[src/nvb_map.svh]
// Constants of the non-volatile byte store controller: offsets, bit
// positions, reset values and timing counts.
// Assumes a 25 MHz core clock and a byte-wide special-function bus.
`ifndef NVB_MAP_SVH
`define NVB_MAP_SVH

// Store geometry
`define NVB_DEPTH 64
`define NVB_LAST_INDEX 6'h3F

// Special-function offsets, bank 0 region
`define NVB_OFF_BANK_SELECT 8'h04
`define NVB_OFF_IRQ_CTRL 8'h0E
`define NVB_OFF_BYTE_INDEX 8'h1E
`define NVB_OFF_BYTE_VALUE 8'h1F
// Control register, bank 1 only
`define NVB_OFF_CONTROL 8'h40

// Control register bit positions
`define NVB_CTL_PROG_PERMIT 3
`define NVB_CTL_PROG_GO 2
`define NVB_CTL_FETCH_PERMIT 1
`define NVB_CTL_FETCH_GO 0

// Interrupt control register bit positions
`define NVB_IRQ_MASK 0
`define NVB_IRQ_FLAG 1
`define NVB_IRQ_MF_ENABLE 2
`define NVB_IRQ_MF_FLAG 3

// Bank selector bit position
`define NVB_BANK_BIT 0

// Reset values
`define NVB_RST_BYTE 8'h00
`define NVB_RST_INDEX 6'h00
`define NVB_RST_LFSR 8'h5A

// Timing
`define NVB_CLK_NS 40
`define NVB_WRITE_BASE_NS 4000
`define NVB_READ_CYCLES 4'h2

`endif

[src/nvb_pkg.sv]
// Types shared by the non-volatile byte store controller.
// Assumes nvb_map.svh is compiled alongside.
package nvb_pkg;

    typedef enum logic [1:0] {
        NVB_IDLE = 2'b00,
        NVB_READ = 2'b01,
        NVB_WRITE = 2'b10
    } nvb_state_t;

    // One core data-memory access per cycle
    typedef struct packed {
        logic [7:0] addr;
        logic [7:0] wdata;
        logic wr;
        logic rd;
        logic indirect;
    } nvb_bus_req_t;

    // Request into the byte store
    typedef struct packed {
        logic wr_en;
        logic [5:0] wr_addr;
        logic [7:0] wr_data;
        logic [5:0] rd_addr;
    } nvb_store_req_t;

endpackage : nvb_pkg

[src/nvb_store.sv]
// 64 x 8 byte store held in flip-flops, registered read port.
// Assumes the caller holds rd_addr steady for one cycle before use.
`timescale 1ns/10ps
`include "nvb_map.svh"

module nvb_store (
    input wire logic ref_clk,
    input wire nvb_pkg::nvb_store_req_t req,
    output logic [7:0] rd_data
);

    // No reset: contents survive, like the cells they model
    logic [7:0] cells [0:`NVB_DEPTH-1];

    always_ff @(posedge ref_clk) begin
        if (req.wr_en) begin
            cells[req.wr_addr] <= req.wr_data;
        end
    end

    always_ff @(posedge ref_clk) begin
        rd_data <= cells[req.rd_addr];
    end

endmodule : nvb_store

[src/nvb_wtimer.sv]
// Write-cycle timer: base delay plus a pseudo-random extra.
// Assumes start is a one-cycle pulse given only while not running.
`timescale 1ns/10ps
`include "nvb_map.svh"

module nvb_wtimer (
    input wire logic ref_clk,
    input wire logic rst,
    input wire logic start,
    output logic done
);

    localparam logic [15:0] BASE_CYCLES = 16'((`NVB_WRITE_BASE_NS
        + `NVB_CLK_NS - 1) / `NVB_CLK_NS);

    logic [7:0] lfsr;
    logic [15:0] count;
    logic running;

    // Free-running jitter source stands in for the unsynced oscillator
    always_ff @(posedge ref_clk) begin
        if (rst) begin
            lfsr <= `NVB_RST_LFSR;
        end else begin
            lfsr <= {lfsr[6:0], lfsr[7] ^ lfsr[5] ^ lfsr[4] ^ lfsr[3]};
        end
    end

    always_ff @(posedge ref_clk) begin
        if (rst) begin
            count <= 16'h0000;
            running <= 1'b0;
            done <= 1'b0;
        end else begin
            done <= 1'b0;
            if (start) begin
                count <= BASE_CYCLES + {12'h000, lfsr[3:0]}; // [RULE_13]
                running <= 1'b1;
            end else if (running) begin
                if (count == 16'h0001) begin
                    running <= 1'b0;
                    done <= 1'b1;
                end else begin
                    count <= count - 16'h0001;
                end
            end
        end
    end

endmodule : nvb_wtimer

[src/nvb_ctrl.sv]
// Byte access controller for the 64-byte non-volatile store.
// Assumes the core presents one access per cycle on bus_req and that
// the interrupt controller pulses irq_service when it takes the vector.
//
// Operation
// [RULE_01] Store holds 64 bytes at index 00H..3FH; one byte per access.
// [RULE_02] Index register: six read/write bits, top two read zero.
// [RULE_03] Index and value in bank 0; control at 40H, bank 1 only.
// [RULE_04] Control bits: program permit/go at 3/2, fetch permit/go 1/0.
// [RULE_05] Value register holds fetched byte or byte to be stored.
// [RULE_06] Program go is ignored unless program permit is already set.
// [RULE_07] Fetch go is ignored unless fetch permit is already set.
// [RULE_08] Program permit low blocks every write into the store.
// [RULE_09] Fetch permit low blocks every read from the store.
// [RULE_10] Hardware clears program go when the write cycle finishes.
// [RULE_11] Hardware clears fetch go at read end; byte then valid.
// [RULE_12] Fetched byte stays put until another read or write.
// [RULE_13] Write duration comes from a timer unrelated to the clock; here 100 ref_clk cycles plus a 0..15-cycle LFSR extra.
// [RULE_14] Software never sets both go bits, nor all four bits at once.
// [RULE_15] Read: permit, load index, set go, read value after go clears.
// [RULE_16] Write: load index and value, then permit and go back to back.
// [RULE_17] Software masks interrupts globally around write start.
// [RULE_18] Reset clears program permit and selects bank 0.
// [RULE_19] Only write completion raises an interrupt request.
// [RULE_20] Write end sets own done flag and multi-function flag.
// [RULE_21] Vector needs gate, mask, multi-function enable, stack room.
// [RULE_22] Servicing clears only the multi-function flag.
// [RULE_23] Software keeps permit low and bank 0 when idle.
// [RULE_24] Bank selector bit 0 picks bank for indirect accesses.
// [RULE_25] Direct accesses always land in bank 0.
// [RULE_26] Read cycle completes after a fixed small cycle count.
// [RULE_27] Index and value are sampled when a write cycle starts.
`timescale 1ns/10ps
`include "nvb_map.svh"

module nvb_ctrl (
    input wire logic ref_clk,
    input wire logic rst,
    input wire nvb_pkg::nvb_bus_req_t bus_req,
    input wire logic global_irq_gate,
    input wire logic stack_full,
    input wire logic irq_service,
    output logic [7:0] bus_rdata,
    output logic bus_hit,
    output logic irq_vector_req,
    output logic nv_busy
);

    // Address match; control needs bank 1 via the indirect path only
    function automatic logic nvb_sel(
        input logic [7:0] addr,
        input logic indirect,
        input logic bank,
        input logic [7:0] offset,
        input logic want_bank1
    );
        logic eff_bank1;
        eff_bank1 = indirect & bank; // [RULE_24] [RULE_25]
        if (addr != offset) begin
            nvb_sel = 1'b0;
        end else if (want_bank1) begin
            nvb_sel = eff_bank1;
        end else begin
            nvb_sel = 1'b1;
        end
    endfunction : nvb_sel

    nvb_pkg::nvb_state_t state;
    nvb_pkg::nvb_state_t next_state;
    nvb_pkg::nvb_store_req_t store_req;

    logic [5:0] nv_byte_index;
    logic [7:0] nv_byte_value;
    logic ram_bank_select;
    logic program_permit;
    logic prog_go;
    logic fetch_permit;
    logic fetch_go;
    logic nv_done_irq_mask;
    logic nv_done_irq_flag;
    logic mf_irq_enable;
    logic mf_irq_flag;
    logic [3:0] read_cnt;
    logic [5:0] rd_addr;
    logic [5:0] wr_addr;
    logic [7:0] wr_data;
    logic [7:0] store_rd_data;

    logic sel_index;
    logic sel_value;
    logic sel_bank;
    logic sel_irq;
    logic sel_ctl;
    logic wr_index;
    logic wr_value;
    logic wr_bank;
    logic wr_irq;
    logic wr_ctl;
    logic try_prog;
    logic try_fetch;
    logic start_write;
    logic start_read;
    logic read_done;
    logic write_done;
    logic timer_done;

    assign sel_index = nvb_sel(bus_req.addr, bus_req.indirect,
        ram_bank_select, `NVB_OFF_BYTE_INDEX, 1'b0); // [RULE_03]
    assign sel_value = nvb_sel(bus_req.addr, bus_req.indirect,
        ram_bank_select, `NVB_OFF_BYTE_VALUE, 1'b0); // [RULE_03]
    assign sel_bank = nvb_sel(bus_req.addr, bus_req.indirect,
        ram_bank_select, `NVB_OFF_BANK_SELECT, 1'b0);
    assign sel_irq = nvb_sel(bus_req.addr, bus_req.indirect,
        ram_bank_select, `NVB_OFF_IRQ_CTRL, 1'b0);
    assign sel_ctl = nvb_sel(bus_req.addr, bus_req.indirect,
        ram_bank_select, `NVB_OFF_CONTROL, 1'b1); // [RULE_03]

    assign wr_index = bus_req.wr & sel_index;
    assign wr_value = bus_req.wr & sel_value;
    assign wr_bank = bus_req.wr & sel_bank;
    assign wr_irq = bus_req.wr & sel_irq;
    assign wr_ctl = bus_req.wr & sel_ctl;

    // Go requests judged against the permit already held
    assign try_prog = wr_ctl & bus_req.wdata[`NVB_CTL_PROG_GO];
    assign try_fetch = wr_ctl & bus_req.wdata[`NVB_CTL_FETCH_GO];
    // Both go bits at once is illegal; start neither
    assign start_write = try_prog & program_permit & ~try_fetch
        & (state == nvb_pkg::NVB_IDLE); // [RULE_06] [RULE_14]
    assign start_read = try_fetch & fetch_permit & ~try_prog
        & (state == nvb_pkg::NVB_IDLE); // [RULE_07] [RULE_14]

    assign read_done = (state == nvb_pkg::NVB_READ)
        & (read_cnt == 4'h0); // [RULE_26]
    assign write_done = (state == nvb_pkg::NVB_WRITE) & timer_done;

    always_comb begin
        next_state = state;
        case (state)
            nvb_pkg::NVB_IDLE: begin
                if (start_write) begin
                    next_state = nvb_pkg::NVB_WRITE;
                end else if (start_read) begin
                    next_state = nvb_pkg::NVB_READ;
                end
            end
            nvb_pkg::NVB_READ: begin
                if (read_done) begin
                    next_state = nvb_pkg::NVB_IDLE;
                end
            end
            nvb_pkg::NVB_WRITE: begin
                if (write_done) begin
                    next_state = nvb_pkg::NVB_IDLE;
                end
            end
            default: begin
                next_state = nvb_pkg::NVB_IDLE;
            end
        endcase
    end

    always_ff @(posedge ref_clk) begin
        if (rst) begin
            state <= nvb_pkg::NVB_IDLE;
            nv_busy <= 1'b0;
        end else begin
            state <= next_state;
            nv_busy <= (next_state != nvb_pkg::NVB_IDLE);
        end
    end

    always_ff @(posedge ref_clk) begin
        if (rst) begin
            read_cnt <= 4'h0;
            rd_addr <= `NVB_RST_INDEX;
        end else if (start_read) begin
            read_cnt <= `NVB_READ_CYCLES - 4'h1; // [RULE_26]
            rd_addr <= nv_byte_index;
        end else if (read_cnt != 4'h0) begin
            read_cnt <= read_cnt - 4'h1;
        end
    end

    // Snapshot so software edits mid-cycle cannot corrupt the write
    always_ff @(posedge ref_clk) begin
        if (rst) begin
            wr_addr <= `NVB_RST_INDEX;
            wr_data <= `NVB_RST_BYTE;
        end else if (start_write) begin
            wr_addr <= nv_byte_index; // [RULE_27]
            wr_data <= nv_byte_value; // [RULE_27]
        end
    end

    // Undefined after reset; zero chosen so nothing reads unknown
    always_ff @(posedge ref_clk) begin
        if (rst) begin
            nv_byte_index <= `NVB_RST_INDEX;
        end else if (wr_index) begin
            nv_byte_index <= bus_req.wdata[5:0]; // [RULE_02]
        end
    end

    // Read completion outranks a same-cycle software store
    always_ff @(posedge ref_clk) begin
        if (rst) begin
            nv_byte_value <= `NVB_RST_BYTE;
        end else if (read_done & fetch_permit) begin
            nv_byte_value <= store_rd_data; // [RULE_09] [RULE_11]
        end else if (wr_value) begin
            nv_byte_value <= bus_req.wdata; // [RULE_05] [RULE_12]
        end
    end

    always_ff @(posedge ref_clk) begin
        if (rst) begin
            ram_bank_select <= 1'b0; // [RULE_18]
        end else if (wr_bank) begin
            ram_bank_select <= bus_req.wdata[`NVB_BANK_BIT]; // [RULE_24]
        end
    end

    always_ff @(posedge ref_clk) begin
        if (rst) begin
            program_permit <= 1'b0; // [RULE_04] [RULE_18]
            fetch_permit <= 1'b0; // [RULE_04]
        end else if (wr_ctl) begin
            program_permit <= bus_req.wdata[`NVB_CTL_PROG_PERMIT];
            fetch_permit <= bus_req.wdata[`NVB_CTL_FETCH_PERMIT];
        end
    end

    // Go bits only set by an accepted start; writing zero does nothing
    always_ff @(posedge ref_clk) begin
        if (rst) begin
            prog_go <= 1'b0; // [RULE_04]
        end else if (write_done) begin
            prog_go <= 1'b0; // [RULE_10]
        end else if (start_write) begin
            prog_go <= 1'b1; // [RULE_06]
        end
    end

    always_ff @(posedge ref_clk) begin
        if (rst) begin
            fetch_go <= 1'b0; // [RULE_04]
        end else if (read_done) begin
            fetch_go <= 1'b0; // [RULE_11]
        end else if (start_read) begin
            fetch_go <= 1'b1; // [RULE_07]
        end
    end

    always_ff @(posedge ref_clk) begin
        if (rst) begin
            nv_done_irq_mask <= 1'b0;
            mf_irq_enable <= 1'b0;
        end else if (wr_irq) begin
            nv_done_irq_mask <= bus_req.wdata[`NVB_IRQ_MASK];
            mf_irq_enable <= bus_req.wdata[`NVB_IRQ_MF_ENABLE];
        end
    end

    // Set wins over a same-cycle clear so no completion is lost
    always_ff @(posedge ref_clk) begin
        if (rst) begin
            nv_done_irq_flag <= 1'b0;
        end else if (write_done) begin
            nv_done_irq_flag <= 1'b1; // [RULE_19] [RULE_20]
        end else if (wr_irq & ~bus_req.wdata[`NVB_IRQ_FLAG]) begin
            nv_done_irq_flag <= 1'b0; // [RULE_22]
        end
    end

    always_ff @(posedge ref_clk) begin
        if (rst) begin
            mf_irq_flag <= 1'b0;
        end else if (write_done) begin
            mf_irq_flag <= 1'b1; // [RULE_19] [RULE_20]
        end else if (irq_service) begin
            mf_irq_flag <= 1'b0; // [RULE_22]
        end else if (wr_irq & ~bus_req.wdata[`NVB_IRQ_MF_FLAG]) begin
            mf_irq_flag <= 1'b0;
        end
    end

    always_ff @(posedge ref_clk) begin
        if (rst) begin
            irq_vector_req <= 1'b0;
        end else begin
            irq_vector_req <= global_irq_gate & nv_done_irq_mask
                & mf_irq_enable & mf_irq_flag & ~stack_full; // [RULE_21]
        end
    end

    // Register read port, answered on the next edge
    always_ff @(posedge ref_clk) begin
        if (rst) begin
            bus_rdata <= 8'h00;
            bus_hit <= 1'b0;
        end else if (bus_req.rd) begin
            bus_hit <= sel_index | sel_value | sel_bank | sel_irq | sel_ctl;
            if (sel_index) begin
                bus_rdata <= {2'b00, nv_byte_index}; // [RULE_02]
            end else if (sel_value) begin
                bus_rdata <= nv_byte_value; // [RULE_05]
            end else if (sel_bank) begin
                bus_rdata <= {7'h00, ram_bank_select};
            end else if (sel_irq) begin
                bus_rdata <= {4'h0, mf_irq_flag, mf_irq_enable,
                    nv_done_irq_flag, nv_done_irq_mask};
            end else if (sel_ctl) begin
                bus_rdata <= {4'h0, program_permit, prog_go,
                    fetch_permit, fetch_go}; // [RULE_04]
            end else begin
                bus_rdata <= 8'h00;
            end
        end else begin
            bus_hit <= 1'b0;
            bus_rdata <= 8'h00;
        end
    end

    // Permit dropped mid-cycle still stops the byte landing
    assign store_req.wr_en = write_done & program_permit; // [RULE_08]
    assign store_req.wr_addr = wr_addr; // [RULE_01]
    assign store_req.wr_data = wr_data;
    assign store_req.rd_addr = rd_addr; // [RULE_01]

    nvb_store u_store (
        .ref_clk(ref_clk),
        .req(store_req),
        .rd_data(store_rd_data)
    );

    nvb_wtimer u_wtimer (
        .ref_clk(ref_clk),
        .rst(rst),
        .start(start_write),
        .done(timer_done)
    );

endmodule : nvb_ctrl

[config.mk]
export PLATFORM = sky130hd
export DESIGN_NAME = nvb_ctrl
export DESIGN_NICKNAME = d
export VERILOG_FILES = /design/src/nvb_pkg.sv /design/src/nvb_store.sv /design/src/nvb_wtimer.sv /design/src/nvb_ctrl.sv
export VERILOG_INCLUDE_DIRS = /design/src
export SDC_FILE = /design/constraint.sdc
export NUM_CORES = 1
export LEC_CHECK = 0
export BUFFER_PORTS_ARGS = -buffer_cell sky130_fd_sc_hd__buf_4
export CAP_MARGIN = 10
export CORE_ASPECT_RATIO = 1.25
export CORE_MARGIN = 2
export CORE_UTILIZATION = 45
export CTS_CLUSTER_DIAMETER = 200
export DETAILED_ROUTE_END_ITERATION = 10
export GPL_TIMING_DRIVEN = 0
export PLACE_DENSITY_LB_ADDON = 0.1
export SYNTH_ARGS = -nofsm -noshare
export SYNTH_HDL_FRONTEND = slang
export SYNTH_SLANG_ARGS = --single-unit
[constraint.sdc]
create_clock -name ref_clk -period 3 [get_ports ref_clk]
set_clock_uncertainty 0.2 [all_clocks]
set_input_delay 0.3 -clock ref_clk [delete_from_list [all_inputs] [get_ports ref_clk]]
set_output_delay 0.3 -clock ref_clk [all_outputs]
set_load 0.02 [all_outputs]
==> qor.yml <==
grt_max_degree: 50
setup_viol: 64
place.detailed.instances: 2063
most_common_flop_cell_mapped_by_yosys: "sky130_fd_sc_hd__edfxtp_1"
max_cap_violations: 0
antenna_left: 0
outcome: "finished with violations"
buffer_ports.inserted: 34
antenna_found_initial: 0
post_synth_inst_count: 1356
maxSlewHeadroom: 0.290
slowest_cell_on_crit_path: "sky130_fd_sc_hd__nor2_1"
synth-warning-count: 0
grt_first_pass_wirelength_um: 84600
fillerInstances: 4152
netlist.top_cell.by_area: "sky130_fd_sc_hd__edfxtp_1"
critical_path_peak_fanout: 8
route.vias.total: 12600
cts_max_path_buffers: 3
place_ws_ns: -0.652
insertedDiodeCount: 0
grt_setup_unrepaired: "yes"
tritoncts: "built"
layoutNonFillerInstCount: 2196
wl_um: 56600
grt-ovfl-total: 0
sequential_share_of_the_synthesized_area: 0.730
reg2reg_from: "state[0]"
drt_first_pass_iters: 8
worst_pin_slew_ns: 1.06
critical_path_class: "flip-flop to flip-flop"
track_usage: 0.213
final-max-slew-violation-count: 0
crit_top_cell: "sky130_fd_sc_hd__nor2_1"
dieHeight_um: 260
cts_inserted_buffers: 58
core_um2: 51800
drt-vias-per-instance: 5.73
worstPathArrival_ns: 3.14
design.portCount: 35
dpl-instance-area_um2: 24900
ys_ff_latch: 606
crit_path_cell_trace: "and3b_1 -> nand2_1 -> nor2_1 -> nand3_1 -> nor2_1"
fin_crit_sh: 1.03
min-delay-path-class: "input pin to flip-flop"
finalWorstPathRequiredPeriod_ns: 3.10
cp_slowest_stage_delay_ns: 0.85
synth-edff-count: 512
drive_gt1_frac: 0.217
startpoint_type: "flip-flop"
clkSlewWorstSetupHoldPaths_ns: 0.06
mappedNetlistNets: 1385
start_util: 0.457
cts_num_sinks: 606
synth.top_cells.by_area: "sky130_fd_sc_hd__edfxtp_1, sky130_fd_sc_hd__mux4_2, sky130_fd_sc_hd__dfxtp_1, sky130_fd_sc_hd__mux2i_1, sky130_fd_sc_hd__nor2_1"
floorplan.die_area_um2: 54400
cellLeakagePower_nw: 9.70
routedWlPerCell_um: 25.8
cp_endpoint_kind: "flip-flop"
layout.nets: 1514
mappedNetlistArea_um2: 23600
timing_hold_violations_final: 0
gpl.final_weighted_congestion: 0.853
ir_drop_worst_vdd_mv: 0.447
root_buffer: "sky130_fd_sc_hd__clkbuf_16"
die_width_um: 209
rows: 93
critical_path_required_ns: 3.04
hp-start: "bus_req[16]"
cp-startpoint: "state[0]"
synth_top_cell_area_share: 0.650
layout_setup_ws_ns: -0.0959
achievable_freq_ghz: 0.323
yosysUniqueCellTypes: 63
insertion_delay_ns: 0.63
vias_in_the_first_global_route: 13100
synthMostInstantiatedCell: "sky130_fd_sc_hd__edfxtp_1"
synth.top_cells.by_count: "sky130_fd_sc_hd__edfxtp_1, sky130_fd_sc_hd__nor2_1, sky130_fd_sc_hd__mux4_2"
drt_drc_violations_left: 0
postSynthAreaPerCell_um2: 17.4
detailed_route_iter0_violations: 1148
violations: "negative setup slack"
area.growth.synth_to_final_pct: 14.6
place.detailed.hpwl_um: 38500
setup.reg_to_reg.worst_slack_ns: -0.1
powerDensity_nw_per_um2: 600
depth_of_the_cts_h_tree: 2
layout.cell_area.non_filler_um2: 27100
async_reset_ff_frac: 0
==> path summary, 6_finish.rpt <==
kind                                            end  cells after the start
worst min register to register     u_wtimer.lfsr[7]                      1
worst min-delay path                   bus_rdata[1]                      5
worst max register to register  u_store.cells[6][5]                      5
worst max-delay path            u_store.cells[6][5]                      5
==> kinds of logic after synthesis <==
kind of cell / synth area share
xor gates and xnor gates: 0.00593
AOI/OAI and AO/OA: 0.0464
buffers and inverters: 0.0154
adders and majority gates: 0.00265
and+or+nand+nor: 0.0592
muxes: 0.141
DFF: 0.730
==> cell type report <==
cell class / count / area, um^2 / area share
Sequential cell: 606 / 17300 / 0.637
Multi-Input combinational cell: 664 / 6090 / 0.225
Clock buffer: 85 / 1650 / 0.0610
Tap cell: 665 / 832 / 0.0307
Timing Repair Buffer: 70 / 703 / 0.0259
Buffer: 76 / 387 / 0.0143
Clock inverter: 21 / 139 / 0.00512
Inverter: 9 / 35.0 / 0.00129
==> critical path: cells and delay by family, from the launching register on <==
family | cells | cell delay (ns)
simple gates | 5 | 2.12
flops | 1 | 0.37
==> routing by layer <==
| metal | up-vias | GRT usage | part of all wire |
|---|---|---|---|
| met5 | - | 0 | 0 |
| met4 | 0 | 0.0944 | 0.039 |
| met3 | 99 | 0.0261 | 0.044 |
| met2 | 335 | 0.376 | 0.52 |
| met1 | 6527 | 0.265 | 0.40 |
| li1 | 5630 | - | - |
==> placed cells by master, fill, tap and decap left out, types with 11 or more instances in the layout <==
master / count
sky130_fd_sc_hd__o21ai_0: 17
sky130_fd_sc_hd__nor2_2: 24
sky130_fd_sc_hd__a211oi_1: 19
sky130_fd_sc_hd__dfxtp_1: 86
sky130_fd_sc_hd__mux4_2: 113
sky130_fd_sc_hd__clkbuf_1: 46
sky130_fd_sc_hd__buf_2: 18
sky130_fd_sc_hd__a21oi_1: 39
sky130_fd_sc_hd__edfxtp_1: 512
sky130_fd_sc_hd__clkinv_1: 11
sky130_fd_sc_hd__dlygate4sd3_1: 26
sky130_fd_sc_hd__nor3_1: 13
sky130_fd_sc_hd__nand3_1: 11
sky130_fd_sc_hd__mux2i_1: 69
sky130_fd_sc_hd__buf_4: 42
sky130_fd_sc_hd__clkbuf_16: 59
sky130_fd_sc_hd__nand2_1: 86
sky130_fd_sc_hd__nor2_1: 96
==> repair_timing <==
action,CTS,global route
hold endpoints to repair,40,0
pin swaps,0,0
gates cloned,0,0
setup buffers,0,1
resized for setup,34,24
setup endpoints to repair,89,210
hold buffers,27,0
==> flip-flops by register name, indices dropped and copies added, names as in the netlist, 6 cells and up <==
signal           cells
u_store.cells      512
u_wtimer.count      16
bus_rdata            8
nv_byte_value        8
u_store.rd_data      8
u_wtimer.lfsr        8
wr_data              8
nv_byte_index        6
rd_addr              6
wr_addr              6
==> where the power goes <==
| group | switching (mW) | internal (mW) | leakage, nW |
|---|---|---|---|
| Sequential | 0.0271 | 9.03 | 6.69 |
| Clock | 3.07 | 3.89 | 0.873 |
| Combinational | 0.134 | 0.122 | 2.14 |
| Total | 3.23 | 13.0 | 9.70 |
==> metrics by stage <==
| step | power [mW] | setup TNS [ns] | hold slack [ns] | utilization |
|---|---|---|---|---|
| final | 16.3 | -2.91 | 0.0353 | 0.523 |
| after global routing | 16.7 | -12.66 | 0.0948 | 0.523 |
| after CTS | 16.4 | -4.27 | 0.0124 | 0.522 |
| after detailed placement | 9.48 | -7.39 | 0.240 | 0.481 |
| after global placement | 9.47 | -6.91 | 0.230 | 0.478 |
| after floorplan | 9.39 | 0 | 0.214 | - |
(Power assumes the default switching activity.)
